==> config.mk <==
export PLATFORM = sky130hd
export DESIGN_NAME = pc_compat_peripheral_glue
export DESIGN_NICKNAME = d
export VERILOG_FILES = /design/src/shared/glue_pkg.sv /design/src/logic/pc_compat_peripheral_glue.sv
export VERILOG_INCLUDE_DIRS = /design/src /design/src/shared
export SDC_FILE = /design/constraint.sdc
export NUM_CORES = 1
export LEC_CHECK = 0
export ABC_AREA = 1
export BUFFER_PORTS_ARGS = -buffer_cell sky130_fd_sc_hd__buf_2
export CAP_MARGIN = 10
export CORE_MARGIN = 3
export CORE_UTILIZATION = 53
export CTS_CLUSTER_SIZE = 28
export DETAILED_ROUTE_END_ITERATION = 12
export GPL_ROUTABILITY_DRIVEN = 0
export GPL_TIMING_DRIVEN = 0
export HOLD_SLACK_MARGIN = 0.05
export PLACE_DENSITY = 0.77
export RECOVER_POWER = 25
export SLEW_MARGIN = 15
export SYNTH_ARGS = -nofsm -noshare
export SYNTH_HDL_FRONTEND = slang
export SYNTH_SLANG_ARGS = --single-unit
export TNS_END_PERCENT = 1
==> constraint.sdc <==
create_clock -name ref_clk_i -period 3.8 [get_ports ref_clk_i]
set_clock_uncertainty 0.1 [all_clocks]
set_input_delay 0.38 -clock ref_clk_i [delete_from_list [all_inputs] [get_ports ref_clk_i]]
set_output_delay 0.38 -clock ref_clk_i [all_outputs]
set_load 0.01 [all_outputs]
==> src/shared/glue_defs.svh <==
// Register offsets, field positions, reset values and counts for the PC compatibility glue.
`ifndef GLUE_DEFS_SVH
`define GLUE_DEFS_SVH
`define WAIT_CFG_OFS 8'h00
`define REGION_OFS 8'h04
`define TRAP_OFS 8'h08
`define STATUS_OFS 8'h0c
`define DMA_CTRL_OFS 8'h10
`define WC_MEM0_LSB 0
`define WC_MEM1_LSB 2
`define WC_MEM2_LSB 4
`define WC_IO_LSB 6
`define WC_REF_LSB 8
`define WC_DMA_LSB 10
`define WC_RESET 12'h5ea
`define RG_R1_LSB 0
`define RG_R2_LSB 4
`define RG_RESET 8'hea
`define TR_FLAG_BIT 0
`define TR_DIR_BIT 1
`define TR_ADDR_LSB 16
`define ST_IRQ_LSB 0
`define ST_REF_BIT 8
`define ST_JMP_BIT 9
`define ST_GNT_LSB 10
`define DC_ROT_BIT 0
`define LEG_DMA_HI 10'h01f
`define LEG_PAGE_LO 10'h080
`define LEG_PAGE_HI 10'h08f
`define JMP_FIXED 1'b1
`define DMA_FIXED_WAIT 3'h5
`define TB_DIV_DEF 6
`endif

==> src/shared/glue_pkg.sv <==
// Types shared by the PC compatibility glue.
package glue_pkg;
  typedef enum logic [1:0] {CYC_MEM = 2'h0, CYC_IO = 2'h1, CYC_REF = 2'h2, CYC_DMA = 2'h3} cyc_kind_t;
  typedef struct packed {
    logic start;
    cyc_kind_t kind;
    logic wr;
    logic [19:0] addr;
  } cpu_cyc_t;
  typedef enum logic [1:0] {WS_IDLE = 2'h1, WS_BUSY = 2'h2} ws_state_t;
endpackage : glue_pkg

==> src/logic/pc_compat_peripheral_glue.sv <==
// PC compatibility glue: interrupt routing, timebase, DMA trap and remap, wait states.
`timescale 1ns/1ps
`include "glue_defs.svh"

module pc_compat_peripheral_glue #(
  parameter int TB_DIV = `TB_DIV_DEF
) (
  // Clock and reset.
  input wire logic ref_clk_i,
  input wire logic arst_n_i,
  // Wishbone register slave.
  input wire logic wb_cyc_i,
  input wire logic wb_stb_i,
  input wire logic wb_we_i,
  input wire logic [7:0] wb_adr_i,
  input wire logic [3:0] wb_sel_i,
  input wire logic [31:0] wb_dat_i,
  output logic [31:0] wb_dat_o,
  output logic wb_ack_o,
  // Processor bus cycles.
  input wire glue_pkg::cpu_cyc_t cpu_cyc_i,
  output logic cpu_ready_o,
  output logic nmi_o,
  // Counter timer unit.
  output logic timer_tick_o,
  input wire logic timer_ch0_out_i,
  input wire logic timer_ch1_out_i,
  input wire logic timer_ch2_out_i,
  output logic serial_baud_o,
  output logic speaker_tone_o,
  // Interrupt requests.
  input wire logic [7:2] bus_irq_i,
  input wire logic kbd_irq_i,
  output logic [7:0] irq_o,
  // DMA and refresh.
  input wire logic [3:1] bus_drq_i,
  output logic [3:0] bus_dack_o,
  output logic [3:0] dma_req_o,
  input wire logic [2:0] dma_ack_i,
  input wire logic refresh_req_i,
  input wire logic dma_wait_jumper_i
);
  import glue_pkg::*;

  // ----------------------------------------
  // Pin synchronisers
  // ----------------------------------------
  logic [10:0] pin_meta_r;
  logic [10:0] pin_sync_r;
  logic [7:2] irq_s;
  logic kbd_s;
  logic [2:0] drq_s;
  logic jumper_s;

  always_ff @(posedge ref_clk_i or negedge arst_n_i) begin
    if (!arst_n_i) begin
      pin_meta_r <= '0;
      pin_sync_r <= '0;
    end else begin
      pin_meta_r <= {dma_wait_jumper_i, bus_drq_i, kbd_irq_i, bus_irq_i};
      pin_sync_r <= pin_meta_r;
    end
  end

  assign {jumper_s, drq_s, kbd_s, irq_s} = pin_sync_r;

  // ----------------------------------------
  // Timebase and signal routing
  // ----------------------------------------
  logic [2:0] div_r, div_nxt;
  logic tick_r, tick_nxt;
  logic [7:0] irq_r, irq_nxt;
  logic baud_r, baud_nxt;
  logic tone_r, tone_nxt;
  logic [3:0] dack_r, dack_nxt;

  always_comb begin
    tick_nxt = (div_r == 3'(TB_DIV - 1));
    div_nxt = tick_nxt ? 3'h0 : div_r + 3'h1;
    irq_nxt = {irq_s, kbd_s, timer_ch0_out_i};
    baud_nxt = timer_ch1_out_i;
    tone_nxt = timer_ch2_out_i;
    // Legacy acknowledge n is native acknowledge n-1; legacy 0 flags refresh.
    dack_nxt = {dma_ack_i, refresh_req_i};
  end

  always_ff @(posedge ref_clk_i or negedge arst_n_i) begin
    if (!arst_n_i) begin
      div_r <= 3'h0;
      tick_r <= 1'b0;
      irq_r <= 8'h00;
      baud_r <= 1'b0;
      tone_r <= 1'b0;
      dack_r <= 4'h0;
    end else begin
      div_r <= div_nxt;
      tick_r <= tick_nxt;
      irq_r <= irq_nxt;
      baud_r <= baud_nxt;
      tone_r <= tone_nxt;
      dack_r <= dack_nxt;
    end
  end

  // ----------------------------------------
  // Register file
  // ----------------------------------------
  logic ack_r, ack_nxt;
  logic [31:0] dat_r, dat_nxt;
  logic [11:0] wcfg_r, wcfg_nxt;
  logic [7:0] region_r, region_nxt;
  logic rot_r, rot_nxt;
  logic wb_wr;
  logic trap_clr;
  logic nmi_r;
  logic tdir_r;
  logic [9:0] taddr_r;
  logic [2:0] grant_r;

  // Writes land on the edge at which the master sees ack.
  assign wb_wr = wb_cyc_i & wb_stb_i & wb_we_i & ack_r;
  assign trap_clr = wb_wr & (wb_adr_i == `TRAP_OFS) & wb_sel_i[0] & wb_dat_i[`TR_FLAG_BIT];

  always_comb begin
    ack_nxt = wb_cyc_i & wb_stb_i & ~ack_r;
    wcfg_nxt = wcfg_r;
    region_nxt = region_r;
    rot_nxt = rot_r;
    if (wb_wr) begin
      case (wb_adr_i)
        `WAIT_CFG_OFS: begin
          if (wb_sel_i[0]) wcfg_nxt[7:0] = wb_dat_i[7:0];
          if (wb_sel_i[1]) wcfg_nxt[11:8] = wb_dat_i[11:8];
        end
        `REGION_OFS: begin
          if (wb_sel_i[0]) region_nxt = wb_dat_i[7:0];
        end
        `DMA_CTRL_OFS: begin
          if (wb_sel_i[0]) rot_nxt = wb_dat_i[`DC_ROT_BIT];
        end
        default: begin
        end
      endcase
    end
    dat_nxt = 32'h0;
    case (wb_adr_i)
      `WAIT_CFG_OFS: dat_nxt[11:0] = wcfg_r;
      `REGION_OFS: dat_nxt[7:0] = region_r;
      `TRAP_OFS: begin
        dat_nxt[`TR_FLAG_BIT] = nmi_r;
        dat_nxt[`TR_DIR_BIT] = tdir_r;
        dat_nxt[`TR_ADDR_LSB +: 10] = taddr_r;
      end
      `STATUS_OFS: begin
        dat_nxt[`ST_IRQ_LSB +: 8] = irq_r;
        dat_nxt[`ST_REF_BIT] = dack_r[0];
        dat_nxt[`ST_JMP_BIT] = jumper_s;
        dat_nxt[`ST_GNT_LSB +: 3] = grant_r;
      end
      `DMA_CTRL_OFS: dat_nxt[`DC_ROT_BIT] = rot_r;
      default: dat_nxt = 32'h0;
    endcase
    if (!ack_nxt) dat_nxt = dat_r;
  end

  always_ff @(posedge ref_clk_i or negedge arst_n_i) begin
    if (!arst_n_i) begin
      ack_r <= 1'b0;
      dat_r <= 32'h0;
      wcfg_r <= `WC_RESET;
      region_r <= `RG_RESET;
      rot_r <= 1'b0;
    end else begin
      ack_r <= ack_nxt;
      dat_r <= dat_nxt;
      wcfg_r <= wcfg_nxt;
      region_r <= region_nxt;
      rot_r <= rot_nxt;
    end
  end

  // ----------------------------------------
  // Wait states and legacy DMA trap
  // ----------------------------------------
  ws_state_t ws_r, ws_nxt;
  logic [2:0] cnt_r, cnt_nxt;
  logic [1:0] mem_ws;
  logic [2:0] load;
  logic legacy;
  logic nmi_nxt;
  logic tdir_nxt;
  logic [9:0] taddr_nxt;

  always_comb begin
    if (cpu_cyc_i.addr[19:16] >= region_r[`RG_R2_LSB +: 4]) begin
      mem_ws = wcfg_r[`WC_MEM2_LSB +: 2];
    end else if (cpu_cyc_i.addr[19:16] >= region_r[`RG_R1_LSB +: 4]) begin
      mem_ws = wcfg_r[`WC_MEM1_LSB +: 2];
    end else begin
      mem_ws = wcfg_r[`WC_MEM0_LSB +: 2];
    end
    unique case (cpu_cyc_i.kind)
      CYC_MEM: load = {1'b0, mem_ws};
      CYC_IO: load = {1'b0, wcfg_r[`WC_IO_LSB +: 2]};
      CYC_REF: load = {1'b0, wcfg_r[`WC_REF_LSB +: 2]};
      CYC_DMA: begin
        if (jumper_s == `JMP_FIXED) begin
          load = `DMA_FIXED_WAIT;
        end else if (wcfg_r[`WC_DMA_LSB +: 2] == 2'h0) begin
          load = 3'h1;
        end else begin
          load = {1'b0, wcfg_r[`WC_DMA_LSB +: 2]};
        end
      end
    endcase
    ws_nxt = ws_r;
    cnt_nxt = cnt_r;
    unique case (ws_r)
      WS_IDLE: begin
        if (cpu_cyc_i.start && load != 3'h0) begin
          ws_nxt = WS_BUSY;
          cnt_nxt = load;
        end
      end
      WS_BUSY: begin
        cnt_nxt = cnt_r - 3'h1;
        if (cnt_r == 3'h1) ws_nxt = WS_IDLE;
      end
      default: ws_nxt = WS_IDLE;
    endcase
    // Only the legacy ranges trap; the native block is reached untouched.
    legacy = (cpu_cyc_i.addr[9:0] <= `LEG_DMA_HI) ||
             (cpu_cyc_i.addr[9:0] >= `LEG_PAGE_LO && cpu_cyc_i.addr[9:0] <= `LEG_PAGE_HI);
    nmi_nxt = nmi_r & ~trap_clr;
    tdir_nxt = tdir_r;
    taddr_nxt = taddr_r;
    if (cpu_cyc_i.start && cpu_cyc_i.kind == CYC_IO && legacy) begin
      nmi_nxt = 1'b1;
      tdir_nxt = cpu_cyc_i.wr;
      taddr_nxt = cpu_cyc_i.addr[9:0];
    end
  end

  assign cpu_ready_o = (ws_r == WS_IDLE) ? (!cpu_cyc_i.start || load == 3'h0) : (cnt_r == 3'h1);

  always_ff @(posedge ref_clk_i or negedge arst_n_i) begin
    if (!arst_n_i) begin
      ws_r <= WS_IDLE;
      cnt_r <= 3'h0;
      nmi_r <= 1'b0;
      tdir_r <= 1'b0;
      taddr_r <= 10'h000;
    end else begin
      ws_r <= ws_nxt;
      cnt_r <= cnt_nxt;
      nmi_r <= nmi_nxt;
      tdir_r <= tdir_nxt;
      taddr_r <= taddr_nxt;
    end
  end

  // ----------------------------------------
  // DMA channel arbitration
  // ----------------------------------------
  logic [2:0] grant_nxt;
  logic [1:0] last_r, last_nxt;

  // Legacy request n enters native channel n-1: floppy on one, disk on two.
  always_comb begin
    int idx;
    idx = 0;
    grant_nxt = grant_r & drq_s;
    last_nxt = last_r;
    if (grant_nxt == 3'h0) begin
      for (int k = 2; k >= 0; k--) begin
        idx = (rot_r ? int'(last_r) + 1 + k : k) % 3;
        if (drq_s[idx]) begin
          grant_nxt = 3'(3'h1 << idx);
          last_nxt = 2'(idx);
        end
      end
    end
  end

  always_ff @(posedge ref_clk_i or negedge arst_n_i) begin
    if (!arst_n_i) begin
      grant_r <= 3'h0;
      last_r <= 2'h2;
    end else begin
      grant_r <= grant_nxt;
      last_r <= last_nxt;
    end
  end

  assign dma_req_o = {1'b0, grant_r};
  assign bus_dack_o = dack_r;
  assign irq_o = irq_r;
  assign serial_baud_o = baud_r;
  assign speaker_tone_o = tone_r;
  assign timer_tick_o = tick_r;
  assign nmi_o = nmi_r;
  assign wb_ack_o = ack_r;
  assign wb_dat_o = dat_r;
endmodule : pc_compat_peripheral_glue

=== Yosys cells after proc, flatten, opt, wreduce, memory -nomap -nowiden ===
Cells that the tools add are included.

* Register bits: 107
* Input bits: 91
* Word-level logic and storage cells: 124

* Div/mod/pow operators: 3
* Equality and inequality tests: 13
* Bitwise gates (word level): 11
* Shift-type cells: 3
* Multiplexer cells: 38
* Reduce and logical (&&, ||, !) cells: 22
* Magnitude comparators: 8
* Add/subtract/negate cells: 5

{| class="wikitable"
|+ Operators by type and width
! kind !! count
|-
| $lt 32x4->1 const B || 3
|-
| $mod 32x3->32 const B || 3
|-
| $shl 1x32->3 const A || 3
|-
| $mux 32 || 2
|-
| $add 32x2->32 const B || 1
|-
| $add 32x3->32 const B || 1
|-
| $mux 3 || 8
|-
| $pmux 6 s3 || 1
|-
| $eq 8x4->1 const B || 2
|-
| $mux 2 || 8
|-
| $pmux 3 s4 || 1
|-
| $reduce_and 3->1 || 4
|-
| $ge 10x8->1 const B || 1
|-
| $le 10x5->1 const B || 1
|-
| $le 10x8->1 const B || 1
|-
| $mux 10 || 1
|-
| $mux 1 || 9
|-
| $and 1x1->1 || 8
|-
| $eq 8x3->1 const B || 1
|-
| $eq 8x5->1 const B || 1
|-
| $ge 4x4->1 || 2
|-
| $logic_not 8->1 || 1
|-
| $pmux 4 s2 || 1
|-
| $bmux 1 s2 || 3
|-
| other kinds (22) || 36
|}

=== Logic depth before layout (Yosys ltp) ===
* Word-level depth: 11
* Depth in mapped cells: 31
* Depth with buffers taken out: 31

=== Worst setup path after synthesis ===
Ideal clock, no wire load.

* Path kind: reg-to-reg
* Start: reg last_r[1]
* End: reg last_r[0]
* Path buffers: 0
* Required time: 3580 ps
* Arrival: 3277 ps
* Setup slack: 303 ps
* Cell stages (with the launch flop): 27
* Cells stage by stage: dfstp_2 > inv_1 > ha_1 > nand2_2 > nor2_8 > ha_1 > inv_1 > nand2_1 > nand3_4 > nand2_4 > nand3_4 > nand2_1 > nand2_1 > inv_1 > ha_1 > inv_1 > nand3_2 > nor2_8 > nand2_2 > o21ai_2 > nand3_2 > nand2_4 > nand3_2 > nand2_2 > a21oi_2 > o21ai_1 > nand2_1

* Cells in the longest elaborated chain, start to end: 9
* Elaborated cells between the ends (all ways): 23
* Those cells by class: add/sub (3); div (3); mux (15); reduce/logical (2)

{| class="wikitable"
|+ Ends and longest elaborated chain
! element !! line !! RTL
|-
| from (decl) || pc_compat_peripheral_glue.sv:266 || <nowiki>logic [1:0] last_r, last_nxt;</nowiki>
|-
| from (signal assigned) || pc_compat_peripheral_glue.sv:291 || <nowiki>last_r <= last_nxt;</nowiki>
|-
| $add 2x1->3 * || pc_compat_peripheral_glue.sv:276 || <nowiki>idx = (rot_r ? int'(last_r) + 1 + k : k) % 3;</nowiki>
|-
| $add 32x3->32 / $add 32x2->32 (equally long branches) || pc_compat_peripheral_glue.sv:276 ||
|-
| $mux 32 || pc_compat_peripheral_glue.sv:276 ||
|-
| $mod 32x3->32 || pc_compat_peripheral_glue.sv:276 ||
|-
| $bmux 1 s2 || pc_compat_peripheral_glue.sv:277 || <nowiki>if (drq_s[idx]) begin</nowiki>
|-
| $mux 1 (implied by the code) (2 in a row) || pc_compat_peripheral_glue.sv:277 ||
|-
| $reduce_bool 3->1 (no line) / $mux 2 (equally long branches) || n/a ||
|-
| $reduce_and 2->1 (no line) / $mux 2 (equally long branches) || n/a ||
|}

Every way passes the cells marked *; elsewhere a longest branch is shown, timed or not. The select of a mux whose other input is x is not followed.
A chain may end at the register's enable or synchronous reset.

=== Worst setup path in the final report ===
* Start: reg last_r[1]
* End: reg grant_r[2]

* Cells in the longest elaborated chain, start to end: 11
* Elaborated cells between the ends (all ways): 25
* Those cells by class: add/sub (3); div (3); shift (3); mux (16)

{| class="wikitable"
|+ Ends and longest elaborated chain
! element !! line !! RTL
|-
| $add 2x1->3 * || pc_compat_peripheral_glue.sv:276 ||
|-
| $add 32x3->32 || pc_compat_peripheral_glue.sv:276 ||
|-
| $mux 32 || pc_compat_peripheral_glue.sv:276 ||
|-
| $mod 32x3->32 || pc_compat_peripheral_glue.sv:276 ||
|-
| $bmux 1 s2 || pc_compat_peripheral_glue.sv:277 ||
|-
| $mux 1 (implied by the code) (2 in a row) || pc_compat_peripheral_glue.sv:277 ||
|-
| $mux 3 (2 in a row) || pc_compat_peripheral_glue.sv:277 ||
|-
| $mux 3 * || pc_compat_peripheral_glue.sv:277 ||
|-
| $mux 3 * || pc_compat_peripheral_glue.sv:274 || <nowiki>if (grant_nxt == 3'h0) begin</nowiki>
|-
| via grant_nxt[2] || pc_compat_peripheral_glue.sv:265 || <nowiki>logic [2:0] grant_nxt;</nowiki>
|-
| to (signal assigned) || pc_compat_peripheral_glue.sv:290 || <nowiki>grant_r <= grant_nxt;</nowiki>
|-
| to (decl) || pc_compat_peripheral_glue.sv:118 || <nowiki>logic [2:0] grant_r;</nowiki>
|}

Mark *: on every way through the listed nets, which the timed path passes. The rest lies on a longest branch. The select of a mux whose other input is x is not followed.

==> results.toml <==
[global_route]
grt_antenna_before_repair = 0
overflow = 0
grt_pass1_wl_um = 22900
track_usage_pct = 24.3
grt_pass1_vias = 5005
grt_max_degree = 61

[cts]
path_clk_slew_ps = 100
root_buffer = "clkbuf_8"
htreeDepth = 3
clock_latency_ps = 360
cts_tree = "yes"
cts.sinks = 107
cts_inserted_buffers = 9
clockBufferDepth = 2

[synthesis]
synthArstFlopShare_pct = 100
yosysMostFrequentCell = "nand2_1"
synth-main-ff-cell = "dfrtp_1"
synth_top_area_cell = "dfrtp_1"
yosysSeqAreaShare_pct = 48.1
synthCells = 666
ys_warn_count = 0
yosysTopAreaCellShare_pct = 41.5
synthAdderAreaFrac_pct = 5.13
yosys.area_share.simple_pct = 25.6
syn-cell-area_um2 = 5610
synth_edf_count = 0
synthTopCellsByArea = "dfrtp_1, nand2_1, dfstp_2, inv_1, ha_1"
synth_cell_type_count = 42
synth_common_cells = "nand2_1, dfrtp_1, inv_1"
synth-xor-area-share_pct = 0.156
synth_compound_area_share_pct = 11.3
ys_ff_latch = 107
syn_area_per_cell_um2 = 8.42
synth.area.mux_share_pct = 0.803
synth_top_family_by_area = "simple AND/OR/NAND/NOR gates"

[run_status]
status = "finished, violations left"
violations = "capacitance limit, slew limit"

[pwr]
peakVddDrop_mv = 0.300
power_mw = 2.38
pwr_density_cell_nw_per_um2 = 344
leakage_nw = 3.69

[cells_and_area]
post-route-util_pct = 68.9
area_growth_pct = 23.3
fill_cells = 813
n_antenna_cell = 0
fin_area_um2 = 6920
drive_gt1_share_pct = 27.0
fin_nets = 936

[die]
die_h_um = 109
rows = 36
die_x_um = 109
start_util_pct = 55.8
ioPinCount = 145
design.die.area_um2 = 11900
core_area_um2 = 10000

[drt]
first_pass_iters = 6
first_iter_violations = 329
via_per_inst = 5.17
drcViolationCount = 0
wl_per_cell_um = 14.3
vias = 4965
drt.antenna.violating_nets = 0
wl_um = 13700

[sta]
worstMarginPinSlew_ps = 2560
finalSetupTns_ps = 0
fin_crit_sh_pct = 94.5
fmax_ghz = 0.279
period_minus_slack_ps = 3590
relSlewSlack_pct = -70.9
hold_violations = 0
drv_slew = 48
setup_violations = 0

[critical_path]
worstPathArrival_ps = 3790
worst_ep_required_time_ps = 4000
critical_path_class = "reg2reg"
startpoint_type = "flop"
end_kind = "flop"
critPathMaxFanout = 7

[flow_run]
maxCapViolCount = 1

[min_path]
hold_class = "in2reg"

[place]
port_buffers = 106
dp_hpwl_um = 10300
dpl_cell_area_um2 = 6370
cells by family (layout without fill, tap and decap cells):
kind of cell / Yosys count / after routing
and+or+nand+nor: 303 / 303
buffers and inverters: 119 / 271
AOI/OAI and AO/OA: 107 / 107
DFF: 107 / 107
adders and majority gates: 23 / 23
muxes: 4 / 4
other: 2 / 11
xor gates and xnor gates: 1 / 1
what timing repair did:
item                                    4_1_cts  5_1_grt
endpoints found under the setup margin        5        5
resized for setup                             2       18
pin swaps                                     0        6
buffers inserted                              0       10
hold endpoints to repair                     55        0
hold buffers                                 19        0
critical path, stage by stage (launching register included):
cell and delay, ps:
dfstp_2 590, inv_1 90, ha_4 330, nand2_4 80, nor2_8 120, ha_1 230
inv_1 70, nand2_2 80, nand3_4 100, nand2_4 80, nand3_4 90, nand2_1 70
nand2_2 90, inv_1 50, ha_1 200, inv_2 120, nand3_4 110, nor2_8 150
nor2_1 70, a21oi_2 130, nand2_1 110, nor2_2 110, nand2_1 70, nand2_1 70
nand2_1 50, nand2_1 60, nand2_1 50, nand2_1 50
state kept, by name, indices dropped and copies added (netlist names), 4 cells and up:
signal / cells
bus_dack_o: 4
region_r: 8
wcfg_r: 12
irq_o: 8
pin_meta_r: 11
wb_dat_o: 23
taddr_r: 10
pin_sync_r: 11
placed cells by master (no fill, tap or decap), drive strengths merged, types with 19 or more instances in the layout:
cell,instances
o21ai,59
nor2,68
inv,98
dfrtp,93
a21oi,21
nand2,175
ha,23
buf,126
nand3,41
dlygate4sd3,19
clkbuf,23
path summary, 6_finish.rpt:
kind | start | endpoint | slack, ps | cells after the start
min in group asynchronous | arst_n_i | irq_o[2]$_DFF_PN0_ | 1260 | 2
min reg2reg | pin_meta_r[7]$_DFF_PN0_ | pin_sync_r[7]$_DFF_PN0_ | 250 | 0
min | cpu_cyc_i[20] | tdir_r$_DFFE_PN0P_ | 120 | 3
max in group asynchronous | arst_n_i | timer_tick_o$_DFF_PN0_ | 890 | 2
max | last_r[1]$_DFFE_PN1P_ | grant_r[2]$_DFF_PN0_ | 210 | 27
max reg2reg | last_r[1]$_DFFE_PN1P_ | grant_r[2]$_DFF_PN0_ | 210 | 27
per-layer routing:
metal / routed length, µm / up-vias / share of wire (%) / global-route usage (%)
met5: 0 / - / 0 / 0
met4: 366 / 0 / 2.7 / 8.03
met3: 739 / 29 / 5.4 / 5.21
met2: 6940 / 145 / 50 / 41.7
met1: 5710 / 2354 / 42 / 30.4
li1: - / 2437 / - / -
per-stage QoR:
stage	worst slack, ps	hold WS (ps)	instances
after floorplan	303	-15.6	675
after global placement	74.0	231	914
after detailed placement	-62.2	235	915
after CTS	10.5	109	950
after global routing	-51.7	117	960
final	210	118	960
power breakdown:
group	total [mW]	switching, mW	internal, mW
combinational	0.404	0.241	0.163
clock	0.710	0.369	0.340
sequential	1.26	0.0462	1.22
total	2.38	0.657	1.72
final cells by class:
cell class / count / area (µm²) / area share, %
Buffer: 20 / 120 / 1.74
Clock buffer: 12 / 155 / 2.24
Sequential cell: 107 / 2700 / 39.0
Timing Repair Buffer: 136 / 821 / 11.9
Clock inverter: 4 / 48.8 / 0.705
Inverter: 99 / 374 / 5.41
Tap cell: 133 / 166 / 2.41
Multi-Input combinational cell: 449 / 2530 / 36.6
No activity file was read; power rests on OpenSTA's default activity.
